==> src/verilog/hswc_pkg.sv <==
package hswc_pkg;

    // stop/wake register location in the expanded register file
    localparam logic [3:0] HSWC_BANK_F        = 4'h0_00F;
    localparam logic [3:0] HSWC_CTRL_OFFSET   = 4'h0_00B;
    localparam logic [7:0] HSWC_CTRL_RESET    = 8'h0_020;

    // field positions of stop_wake_control
    localparam int HSWC_FLAG_BIT    = 7;
    localparam int HSWC_LEVEL_BIT   = 6;
    localparam int HSWC_DELAY_BIT   = 5;
    localparam int HSWC_SRC_LSB     = 2;
    localparam int HSWC_FULL_BIT    = 1;
    localparam int HSWC_DIV16_BIT   = 0;

    // opcodes seen by the sequencer
    localparam logic [7:0] HSWC_OP_NOP  = 8'h0_0FF;
    localparam logic [7:0] HSWC_OP_HALT = 8'h0_07F;
    localparam logic [7:0] HSWC_OP_STOP = 8'h0_06F;

    localparam logic [15:0] HSWC_RESTART_ADDR = 16'h000C;

    // wake source codes
    localparam logic [2:0] HSWC_SRC_RESET_ONLY = 3'h0;
    localparam logic [2:0] HSWC_SRC_P6_B3      = 3'h1;
    localparam logic [2:0] HSWC_SRC_P6_B2      = 3'h2;
    localparam logic [2:0] HSWC_SRC_P2_B7      = 3'h5;
    localparam logic [2:0] HSWC_SRC_NOR_LOW4   = 3'h6;
    localparam logic [2:0] HSWC_SRC_NOR_ALL    = 3'h7;

    // timing
    localparam int HSWC_CLK_PERIOD_PS    = 5000;
    localparam int HSWC_POR_DELAY_NS     = 5000;
    localparam int HSWC_POR_DELAY_CYC    =
        (HSWC_POR_DELAY_NS * 1000 + HSWC_CLK_PERIOD_PS - 1) / HSWC_CLK_PERIOD_PS;
    localparam int HSWC_RESET_HOLD_CYC   = 5;
    localparam int HSWC_PRESCALE_DIV     = 16;
    localparam int HSWC_CNT_W            = 12;
    localparam int HSWC_SYNC_W           = 11;

    typedef struct packed {
        logic       stop_flag;
        logic       wake_high;
        logic       delay_en;
        logic [2:0] wake_src;
        logic       crystal_input_full;
        logic       div16;
    } hswc_ctrl_s;

    typedef struct packed {
        logic       wr;
        logic       rd;
        logic [3:0] bank;
        logic [3:0] addr;
        logic [7:0] wdata;
    } hswc_reg_req_s;

    typedef enum logic [2:0] {
        HSWC_ST_RUN,
        HSWC_ST_HALT,
        HSWC_ST_STOP,
        HSWC_ST_DELAY,
        HSWC_ST_RESET
    } hswc_state_e;

endpackage

==> src/verilog/hswc_clk_scaler.sv <==
`timescale 1ns/1ps
module hswc_clk_scaler import hswc_pkg::*; (
    // clock and reset
    input  wire logic core_clk,
    input  wire logic nrst,
    // control
    input  wire logic osc_run,
    input  wire logic crystal_input_full,
    input  wire logic div16,
    // scaled tick
    output logic      tick
);

    logic       half_r;
    logic [3:0] pre_r;
    logic       base;

    // base rate is crystal/2 unless bypassed
    assign base = osc_run & (crystal_input_full | half_r);

    always_ff @(posedge core_clk or negedge nrst) begin
        if (!nrst) begin
            half_r <= 1'b0;
        end else begin
            half_r <= osc_run ? ~half_r : 1'b0;
        end
    end

    always_ff @(posedge core_clk or negedge nrst) begin
        if (!nrst) begin
            pre_r <= 4'h0;
        end else if (base) begin
            pre_r <= pre_r + 4'h1;
        end
    end

    // new division takes effect on the next base tick
    assign tick = base & (!div16 || pre_r == 4'(HSWC_PRESCALE_DIV - 1));

endmodule // hswc_clk_scaler

==> src/verilog/hswc_ctrl.sv <==
`timescale 1ns/1ps
// What this block does
// - halt opcode stops cpu clock, timers keep running
// - any interrupt ends halt, resumes after halt
// - reset or watchdog in halt restarts at 000Ch
// - clock scaling bits writable anytime, immediate
// - stop opcode stops oscillator and system clock
// - stop ends on reset, watchdog, wake source
// - watchdog running in stop resets out of stop
// - bit7 read-only wake flag, cleared by resets
// - bit6 selects wake level, default low
// - bit5 inserts power-on delay after wake
// - bits4:2 select wake source per code
// - bit1 bypasses crystal divide-by-two
// - bit0 adds divide-by-16 prescaler
// - register at bank F 0Bh, mixed access
// - wake or stop watchdog gives warm initialisation
// - warm restart keeps bits 6:0 unchanged; bit7 is set by a wake, cleared by stop watchdog
module hswc_ctrl import hswc_pkg::*; (
    // clock and reset
    input  wire logic           core_clk,
    input  wire logic           nrst,
    // core execution
    input  wire logic           exec_valid,
    input  wire logic [7:0]     exec_opcode,
    input  wire logic           irq_pending,
    // watchdog
    input  wire logic           wdt_timeout,
    input  wire logic           wdt_run_in_halt,
    input  wire logic           wdt_run_in_stop,
    // external pins
    input  wire logic           reset_pin_n,
    input  wire logic [7:0]     port2_in,
    input  wire logic           wake_pin_port6_bit3,
    input  wire logic           wake_pin_port6_bit2,
    // register port
    input  wire hswc_reg_req_s  reg_req,
    output logic [7:0]          reg_rdata,
    // clock control
    output logic                osc_enable,
    output logic                cpu_clk_en,
    output logic                sys_tick,
    output logic                timer_tick,
    // restart control
    output logic                core_reset,
    output logic                warm_init,
    output logic [15:0]         restart_addr,
    output logic                halt_resume,
    // mode status
    output logic                halt_mode,
    output logic                stop_mode
);

    ////////////////////////////////////////////////////////////////////////////
    // pin synchronisers
    logic [HSWC_SYNC_W-1:0] pin_raw;
    logic [HSWC_SYNC_W-1:0] s0_r;
    logic [HSWC_SYNC_W-1:0] s1_r;
    logic [HSWC_SYNC_W-1:0] s2_r;
    logic [HSWC_SYNC_W-1:0] filt_r;

    assign pin_raw = {reset_pin_n, wake_pin_port6_bit2, wake_pin_port6_bit3, port2_in};

    genvar gi;
    generate
        for (gi = 0; gi < HSWC_SYNC_W; gi++) begin : g_sync
            always_ff @(posedge core_clk or negedge nrst) begin
                if (!nrst) begin
                    s0_r[gi]   <= 1'b1;
                    s1_r[gi]   <= 1'b1;
                    s2_r[gi]   <= 1'b1;
                    filt_r[gi] <= 1'b1;
                end else begin
                    s0_r[gi] <= pin_raw[gi];
                    s1_r[gi] <= s0_r[gi];
                    s2_r[gi] <= s1_r[gi];
                    // only a settled level counts
                    if (s1_r[gi] == s2_r[gi]) begin
                        filt_r[gi] <= s2_r[gi];
                    end
                end
            end
        end
    endgenerate

    logic       pin_rst_n_s;
    logic       p62_s;
    logic       p63_s;
    logic [7:0] p2_s;

    assign pin_rst_n_s = filt_r[10];
    assign p62_s       = filt_r[9];
    assign p63_s       = filt_r[8];
    assign p2_s        = filt_r[7:0];

    ////////////////////////////////////////////////////////////////////////////
    // wake source selection
    function automatic logic wake_raw(input logic [2:0] src,
                                      input logic [7:0] p2,
                                      input logic       p62,
                                      input logic       p63,
                                      input logic       high);
        logic v;
        logic ok;
        v  = 1'b0;
        ok = 1'b1;
        case (src)
            HSWC_SRC_P6_B3:    v = p63;
            HSWC_SRC_P6_B2:    v = p62;
            HSWC_SRC_P2_B7:    v = p2[7];
            HSWC_SRC_NOR_LOW4: v = ~|p2[3:0];
            HSWC_SRC_NOR_ALL:  v = ~|p2;
            // reset-only and the forbidden codes never wake
            default:           ok = 1'b0;
        endcase
        return ok & (high ? v : ~v);
    endfunction

    hswc_ctrl_s ctrl_r;
    logic       wake_hit;

    // level and source from the register
    assign wake_hit = wake_raw(ctrl_r.wake_src, p2_s, p62_s, p63_s, ctrl_r.wake_high);

    ////////////////////////////////////////////////////////////////////////////
    // event decode
    logic reg_hit;
    logic op_halt;
    logic op_stop;
    logic pin_rst;

    assign reg_hit = reg_req.bank == HSWC_BANK_F && reg_req.addr == HSWC_CTRL_OFFSET;
    assign op_halt = exec_valid && exec_opcode == HSWC_OP_HALT;
    assign op_stop = exec_valid && exec_opcode == HSWC_OP_STOP;
    assign pin_rst = !pin_rst_n_s;

    hswc_state_e         state_r;
    hswc_state_e         state_nxt;
    logic [HSWC_CNT_W-1:0] cnt_r;
    logic [HSWC_CNT_W-1:0] cnt_nxt;
    logic                warm_r;
    logic                warm_nxt;
    logic                std_rst;
    logic                stop_wdt;
    logic                woke;

    ////////////////////////////////////////////////////////////////////////////
    // mode sequencer
    always_comb begin
        state_nxt = state_r;
        cnt_nxt   = cnt_r;
        warm_nxt  = warm_r;
        std_rst   = 1'b0;
        stop_wdt  = 1'b0;
        woke      = 1'b0;
        if (cnt_r != '0) begin
            cnt_nxt = cnt_r - HSWC_CNT_W'(1);
        end
        case (state_r)
            HSWC_ST_RUN: begin
                if (pin_rst || wdt_timeout) begin
                    std_rst = 1'b1;
                end else if (op_stop) begin
                    state_nxt = HSWC_ST_STOP;
                end else if (op_halt) begin
                    state_nxt = HSWC_ST_HALT;
                end
            end
            HSWC_ST_HALT: begin
                if (pin_rst || (wdt_timeout && wdt_run_in_halt)) begin
                    std_rst = 1'b1;
                end else if (irq_pending) begin
                    state_nxt = HSWC_ST_RUN;
                end
            end
            HSWC_ST_STOP: begin
                // interrupts are ignored here
                if (pin_rst) begin
                    std_rst = 1'b1;
                end else if (wdt_timeout && wdt_run_in_stop) begin
                    stop_wdt = 1'b1;
                end else if (wake_hit) begin
                    woke = 1'b1;
                end
            end
            HSWC_ST_DELAY: begin
                if (pin_rst) begin
                    std_rst = 1'b1;
                end else if (cnt_r == '0) begin
                    state_nxt = HSWC_ST_RESET;
                    cnt_nxt   = HSWC_CNT_W'(HSWC_RESET_HOLD_CYC - 1);
                end
            end
            HSWC_ST_RESET: begin
                if (pin_rst) begin
                    std_rst = 1'b1;
                end else if (cnt_r == '0) begin
                    state_nxt = HSWC_ST_RUN;
                    warm_nxt  = 1'b0;
                end
            end
            default: begin
                state_nxt = HSWC_ST_RESET;
                cnt_nxt   = HSWC_CNT_W'(HSWC_RESET_HOLD_CYC - 1);
                warm_nxt  = 1'b0;
            end
        endcase
        if (std_rst) begin
            state_nxt = HSWC_ST_RESET;
            cnt_nxt   = HSWC_CNT_W'(HSWC_RESET_HOLD_CYC - 1);
            warm_nxt  = 1'b0;
        end else if (stop_wdt || woke) begin
            warm_nxt = 1'b1;
            // fast wake relies on the source being held long enough
            if (ctrl_r.delay_en) begin
                state_nxt = HSWC_ST_DELAY;
                cnt_nxt   = HSWC_CNT_W'(HSWC_POR_DELAY_CYC - 1);
            end else begin
                state_nxt = HSWC_ST_RESET;
                cnt_nxt   = HSWC_CNT_W'(HSWC_RESET_HOLD_CYC - 1);
            end
        end
    end

    always_ff @(posedge core_clk or negedge nrst) begin
        if (!nrst) begin
            state_r <= HSWC_ST_RESET;
            cnt_r   <= HSWC_CNT_W'(HSWC_RESET_HOLD_CYC - 1);
            warm_r  <= 1'b0;
        end else begin
            state_r <= state_nxt;
            cnt_r   <= cnt_nxt;
            warm_r  <= warm_nxt;
        end
    end

    ////////////////////////////////////////////////////////////////////////////
    // stop_wake_control register
    always_ff @(posedge core_clk or negedge nrst) begin
        if (!nrst) begin
            ctrl_r <= hswc_ctrl_s'(HSWC_CTRL_RESET);
        end else begin
            // warm restarts leave the write-only fields alone
            if (std_rst) begin
                ctrl_r.wake_high <= HSWC_CTRL_RESET[HSWC_LEVEL_BIT];
                ctrl_r.delay_en  <= HSWC_CTRL_RESET[HSWC_DELAY_BIT];
                ctrl_r.wake_src  <= HSWC_CTRL_RESET[HSWC_SRC_LSB +: 3];
                ctrl_r.crystal_input_full <= HSWC_CTRL_RESET[HSWC_FULL_BIT];
                ctrl_r.div16     <= HSWC_CTRL_RESET[HSWC_DIV16_BIT];
            end else if (reg_req.wr && reg_hit) begin
                // accepted in every mode, including halt
                ctrl_r.wake_high <= reg_req.wdata[HSWC_LEVEL_BIT];
                ctrl_r.delay_en  <= reg_req.wdata[HSWC_DELAY_BIT];
                ctrl_r.wake_src  <= reg_req.wdata[HSWC_SRC_LSB +: 3];
                ctrl_r.crystal_input_full <= reg_req.wdata[HSWC_FULL_BIT];
                ctrl_r.div16     <= reg_req.wdata[HSWC_DIV16_BIT];
            end
            // flag is hardware owned; a wake beats any clear
            if (woke) begin
                ctrl_r.stop_flag <= 1'b1;
            end else if (std_rst || stop_wdt) begin
                ctrl_r.stop_flag <= 1'b0;
            end
        end
    end

    // only bit 7 is readable; write-only bits read zero
    always_ff @(posedge core_clk or negedge nrst) begin
        if (!nrst) begin
            reg_rdata <= 8'h00;
        end else if (reg_req.rd) begin
            reg_rdata <= reg_hit ? {ctrl_r.stop_flag, 7'h00} : 8'h00;
        end
    end

    ////////////////////////////////////////////////////////////////////////////
    // registered mode outputs
    always_ff @(posedge core_clk or negedge nrst) begin
        if (!nrst) begin
            osc_enable <= 1'b1;
            cpu_clk_en <= 1'b0;
            core_reset <= 1'b1;
            warm_init  <= 1'b0;
            halt_mode  <= 1'b0;
            stop_mode  <= 1'b0;
        end else begin
            osc_enable <= state_nxt != HSWC_ST_STOP;
            cpu_clk_en <= state_nxt == HSWC_ST_RUN;
            core_reset <= state_nxt == HSWC_ST_DELAY ||
                          state_nxt == HSWC_ST_RESET;
            warm_init  <= warm_nxt;
            halt_mode  <= state_nxt == HSWC_ST_HALT;
            stop_mode  <= state_nxt == HSWC_ST_STOP;
        end
    end

    always_ff @(posedge core_clk or negedge nrst) begin
        if (!nrst) begin
            halt_resume <= 1'b0;
        end else begin
            halt_resume <= state_r == HSWC_ST_HALT && state_nxt == HSWC_ST_RUN;
        end
    end

    assign restart_addr = HSWC_RESTART_ADDR;

    ////////////////////////////////////////////////////////////////////////////
    // clock scaling
    logic scaled_tick;

    hswc_clk_scaler u_scaler (
        .core_clk  (core_clk),
        .nrst      (nrst),
        .osc_run   (osc_enable),
        .crystal_input_full (ctrl_r.crystal_input_full),
        .div16     (ctrl_r.div16),
        .tick      (scaled_tick)
    );

    // timers keep ticking in halt, not in stop
    assign timer_tick = scaled_tick;
    assign sys_tick   = scaled_tick & cpu_clk_en;

endmodule // hswc_ctrl

==> config.mk <==
export PLATFORM = sky130hd
export DESIGN_NAME = hswc_ctrl
export DESIGN_NICKNAME = d
export VERILOG_FILES = /design/src/verilog/hswc_pkg.sv /design/src/verilog/hswc_clk_scaler.sv /design/src/verilog/hswc_ctrl.sv
export SDC_FILE = /design/constraint.sdc
export NUM_CORES = 1
export LEC_CHECK = 0
export ABC_AREA = 1
export BUFFER_PORTS_ARGS = -buffer_cell sky130_fd_sc_hd__clkbuf_2
export CORE_AREA = 3 3 91 93
export CTS_CLUSTER_SIZE = 12
export DETAILED_ROUTE_END_ITERATION = 7
export DIE_AREA = 0 0 94 96
export PLACE_DENSITY = 0.73
export SLEW_MARGIN = 20
export SYNTH_ARGS = -nofsm -noshare
export SYNTH_HDL_FRONTEND = slang
export SYNTH_HIERARCHICAL = 1
export SYNTH_SLANG_ARGS = --single-unit
==> constraint.sdc <==
create_clock -name core_clk -period 2.5 [get_ports core_clk]
set_clock_uncertainty 0.1 [all_clocks]
set_input_delay 0.25 -clock core_clk [delete_from_list [all_inputs] [get_ports core_clk]]
set_output_delay 0.25 -clock core_clk [all_outputs]
set_load 0.01 [all_outputs]
==> summary.md <==
| Metric | Value |
|---|---|
| Status | `finished, final reports clean` |
| Critical path buffers and inverters | `3` |
| Max Clk Rate | `between 400 and 500 MHz` |
| Worst Max-Slew Pin Slew | `0.679 ns` |
| Placed insts | `between 500 and 600` |
| Top cells by area, synth | `dfstp_2 (34%), dfrtp_1 (21%), nand2_1 (5.8%)` |
| Post-route setup TNS | `0 ns` |
| Final WL | `about 6500 um` |
| # Post-CTS Setup Buffers | `0` |
| Async set or reset register ratio after synthesis | `100%` |
| Number of synthesized flops with an enable pin | `0` |
| Clock latency on the worst-skew pair | `roughly 0.35 ns` |
| CP Launch Type | `flip-flop` |
| Worst Path Arrival | `2.17 ns` |
| Antenna cells | `0` |
| Initial antenna violation count | `0` |
| Final-report hold violation count | `0` |
| Via Count | `2,576` |
| DRT antenna net count | `0` |
| RSZ-0062 raised after global routing | `false` |
| Routability Congestion | `about 0.86` |
| Synth Instances | `~380` |
| Critical path endpoint category | `flip-flop` |
| Crit Path Category | `reg2reg` |
| Clk root buf | `clkbuf_8` |
| Die ar. | `about 9000 um^2` |
| Synthesized area per cell | `roughly 10 um^2` |
| CP delay by family, top | `adder cells` |
| Register bit total from synthesis | `80` |
| Wire per inst | `11.7 um` |
| Std-Cell Core Area | `7610 um^2` |
| VDD IR max | `0.443 mV` |
| Worst setup path startpoint | `cnt_r[0]` |
| Die width | `~94 um` |
| DRC | `0` |
| Iteration-0 DRC Markers | `86` |
| Total power | `~4 mW` |
| MaxCap Viol Count | `0` |
| Reg2reg setup slack | `between 0.4 and 0.5 ns` |
| Synth area leader | `dfstp_2` |
| Setup Viol. Count Final | `0` |
| Leakage | `2.21 nW` |
| Most common cell after layout, fill and taps aside | `nand2_1` |
| Final period util | `80.8%` |
| CTS tree | `built` |
| Max stage delay on crit path | `0.37 ns` |
| Fin cells | `558` |
| H-tree depth | `3` |
| Post-Syn Area | `approximately 3800 um^2` |
| Post-layout nets | `between 500 and 600` |
| Area of the multi-input gates | `1370 um^2` |
| Distinct cells, synth | `40` |
| Layout cell share with drive strength beyond 1 | `~37%` |
| Starting Density | `just under 50%` |
| Top Ports | `77` |
| Origin of the critical flop-to-flop path | `cnt_r[0]` |
| Crit Path Max Fanout | `5` |
| Hold Slack | `0.0128 ns` |
| Die Ht | `roughly 96 um` |
| Synth Flop Type | `dfstp_2` |
| Gr ovfl total | `0` |
| Post-route minimum period | `roughly 2.0 ns` |
| CP max-delay cell | `dfrtp_1` |
| First-pass GRT wire length | `11,300 um` |
| Vias in the first global route | `approximately 2.6k` |
| Pre-antenna DRT Iters | `4` |
| Register area share after synthesis | `54.7%` |
| Synthesis-to-layout area growth | `16.9%` |
| Clk sinks | `80` |
| Total GRT Usage | `between 10% and 20%` |
| Hold Path Class | `in2reg` |
| Slew Limit Fails | `0` |
| Register area | `between 2000 and 2500 um^2` |
| Commonest non-fill, non-tap cells in the layout | `nand2_1 (58), clkbuf_2 (51), dfstp_2 (49), inv_1 (43), nor2_1 (33)` |
| CTS Buf Count | `9` |
| Max_slew headroom | `around 55%` |
| Largest net degree at the start of global routing | `57` |
| P per Cell Area | `about 920 nW/um^2` |
| Yosys warning total | `6` |
| Hold_sp | `reg_req[0]` |
| I/O Buffers | `52` |
| Filler cells | `670` |
| Clk slew on worst S/H paths | `roughly 0.08 ns` |
| CP most frequent cell | `inv_1` |
| Maximum clock path buffer count | `2` |
| Worst endpoint required time | `about 2.7 ns` |
| Cell Chain, Critical Path | `inv_1, ha_1, inv_1, nor2_2, nand2_2, nor2_4, nand2_1, ha_1, o21ai_0, o21ai_1, inv_1` |
| DR vias/cell | `~4.6` |
| Standard-cell rows | `32` |
| Synth top area share | `about a third` |
| Detailed Place HPWL | `~4800 um` |
-- worst paths after layout --
check,end,cells past startpoint
max reg2reg,cnt_r[0],11
min,ctrl_r[0],3
min in group asynchronous,u_scaler/pre_r[0],2
max,cnt_r[0],11
max in group asynchronous,filt_r[4],3
min reg2reg,s1_r[9],0
-- flip-flops by register name, summed over array words and instances, names as in the netlist --
name / cells
s0_r: 11
p63_s: 1
u_scaler/pre_r: 4
s1_r: 11
osc_enable: 1
u_scaler/half_r: 1
halt_mode: 1
cnt_r: 12
p62_s: 1
core_reset: 1
halt_resume: 1
pin_rst_n_s: 1
cpu_clk_en: 1
warm_init: 1
stop_mode: 1
reg_rdata: 1
filt_r: 8
ctrl_r: 8
s2_r: 11
state_r: 3
-- cells in the mapped netlist, types with 2 or more instances --
cell type,count
nor2_2,5
xnor2_1,4
inv_1,43
nand4_1,4
ha_1,6
o211ai_1,2
xor2_1,6
nand2_2,12
buf_6,2
buf_4,24
a31oi_1,6
nor2_4,8
dfstp_2,49
dfrtp_1,31
nand2_4,7
nor4_1,3
inv_2,11
o21ai_0,7
conb_1,2
nor3_1,5
nor2_1,33
nand3_1,17
nand2_1,58
maj3_1,11
o21ai_1,7
-- worst reg2reg max path, stage by stage, from the launching register on --
cell and delay [ns]:
dfrtp_1 0.37, inv_1 0.12, ha_1 0.23, inv_1 0.06, nor2_2 0.13, nand2_2 0.10
nor2_4 0.11, nand2_1 0.13, ha_1 0.31, o21ai_0 0.08, o21ai_1 0.13, inv_1 0.05
-- timing repair --
action                    4_1_cts  5_1_grt
hold endpoints to repair       43        0
hold buffers                   13        0
resized for setup               0        0
-- routing by layer --
| metal | up-vias | global-route usage (%) | wire length (um) |
|---|---|---|---|
| li1 | 1281 | - | - |
| met3 | 9 | 5.00 | 329 |
| met4 | 0 | 6.50 | 115 |
| met5 | - | 0 | 0 |
| met2 | 62 | 26.4 | 3160 |
| met1 | 1224 | 20.4 | 2900 |
-- power breakdown --
part | internal, mW | leakage, nW | switching (mW)
combinational | 0.489 | 1.17 | 0.723
clock | 0.626 | 0.123 | 0.468
sequential | 1.56 | 0.924 | 0.197
-- cells by family after synthesis --
group	count (synthesis)	share of synthesized area (%)
AND/OR/NAND/NOR	160	22.4
buffers and inverters	82	11.2
flip-flops	80	54.7
AO/OA/AOI/OAI	27	4.24
adder cells (fa/ha/maj)	17	4.91
XOR/XNOR	10	2.32
other	2	0.199
-- cell type report --
type                    count  share of cell area, %
flip-flops and latches     80                   46.7
multi-input cells         237                   31.0
clock inverters             6                   1.96
inverters                  55                   4.68
repair buffers             68                   9.41
clock buffers              10                   3.37
well taps                 102                   2.89
-- stage by stage --
step,cell area [um^2],utilization (%),setup slack (ns)
2_1_floorplan,3850,-,0.697
3_3_place_gp,4050,53.2,0.545
3_5_place_dp,4050,53.2,0.497
4_1_cts,4410,58.0,0.476
5_1_grt,4410,58.0,0.280
6_report,4410,58.0,0.479
Note: power is estimated with default switching activity, not from simulation.
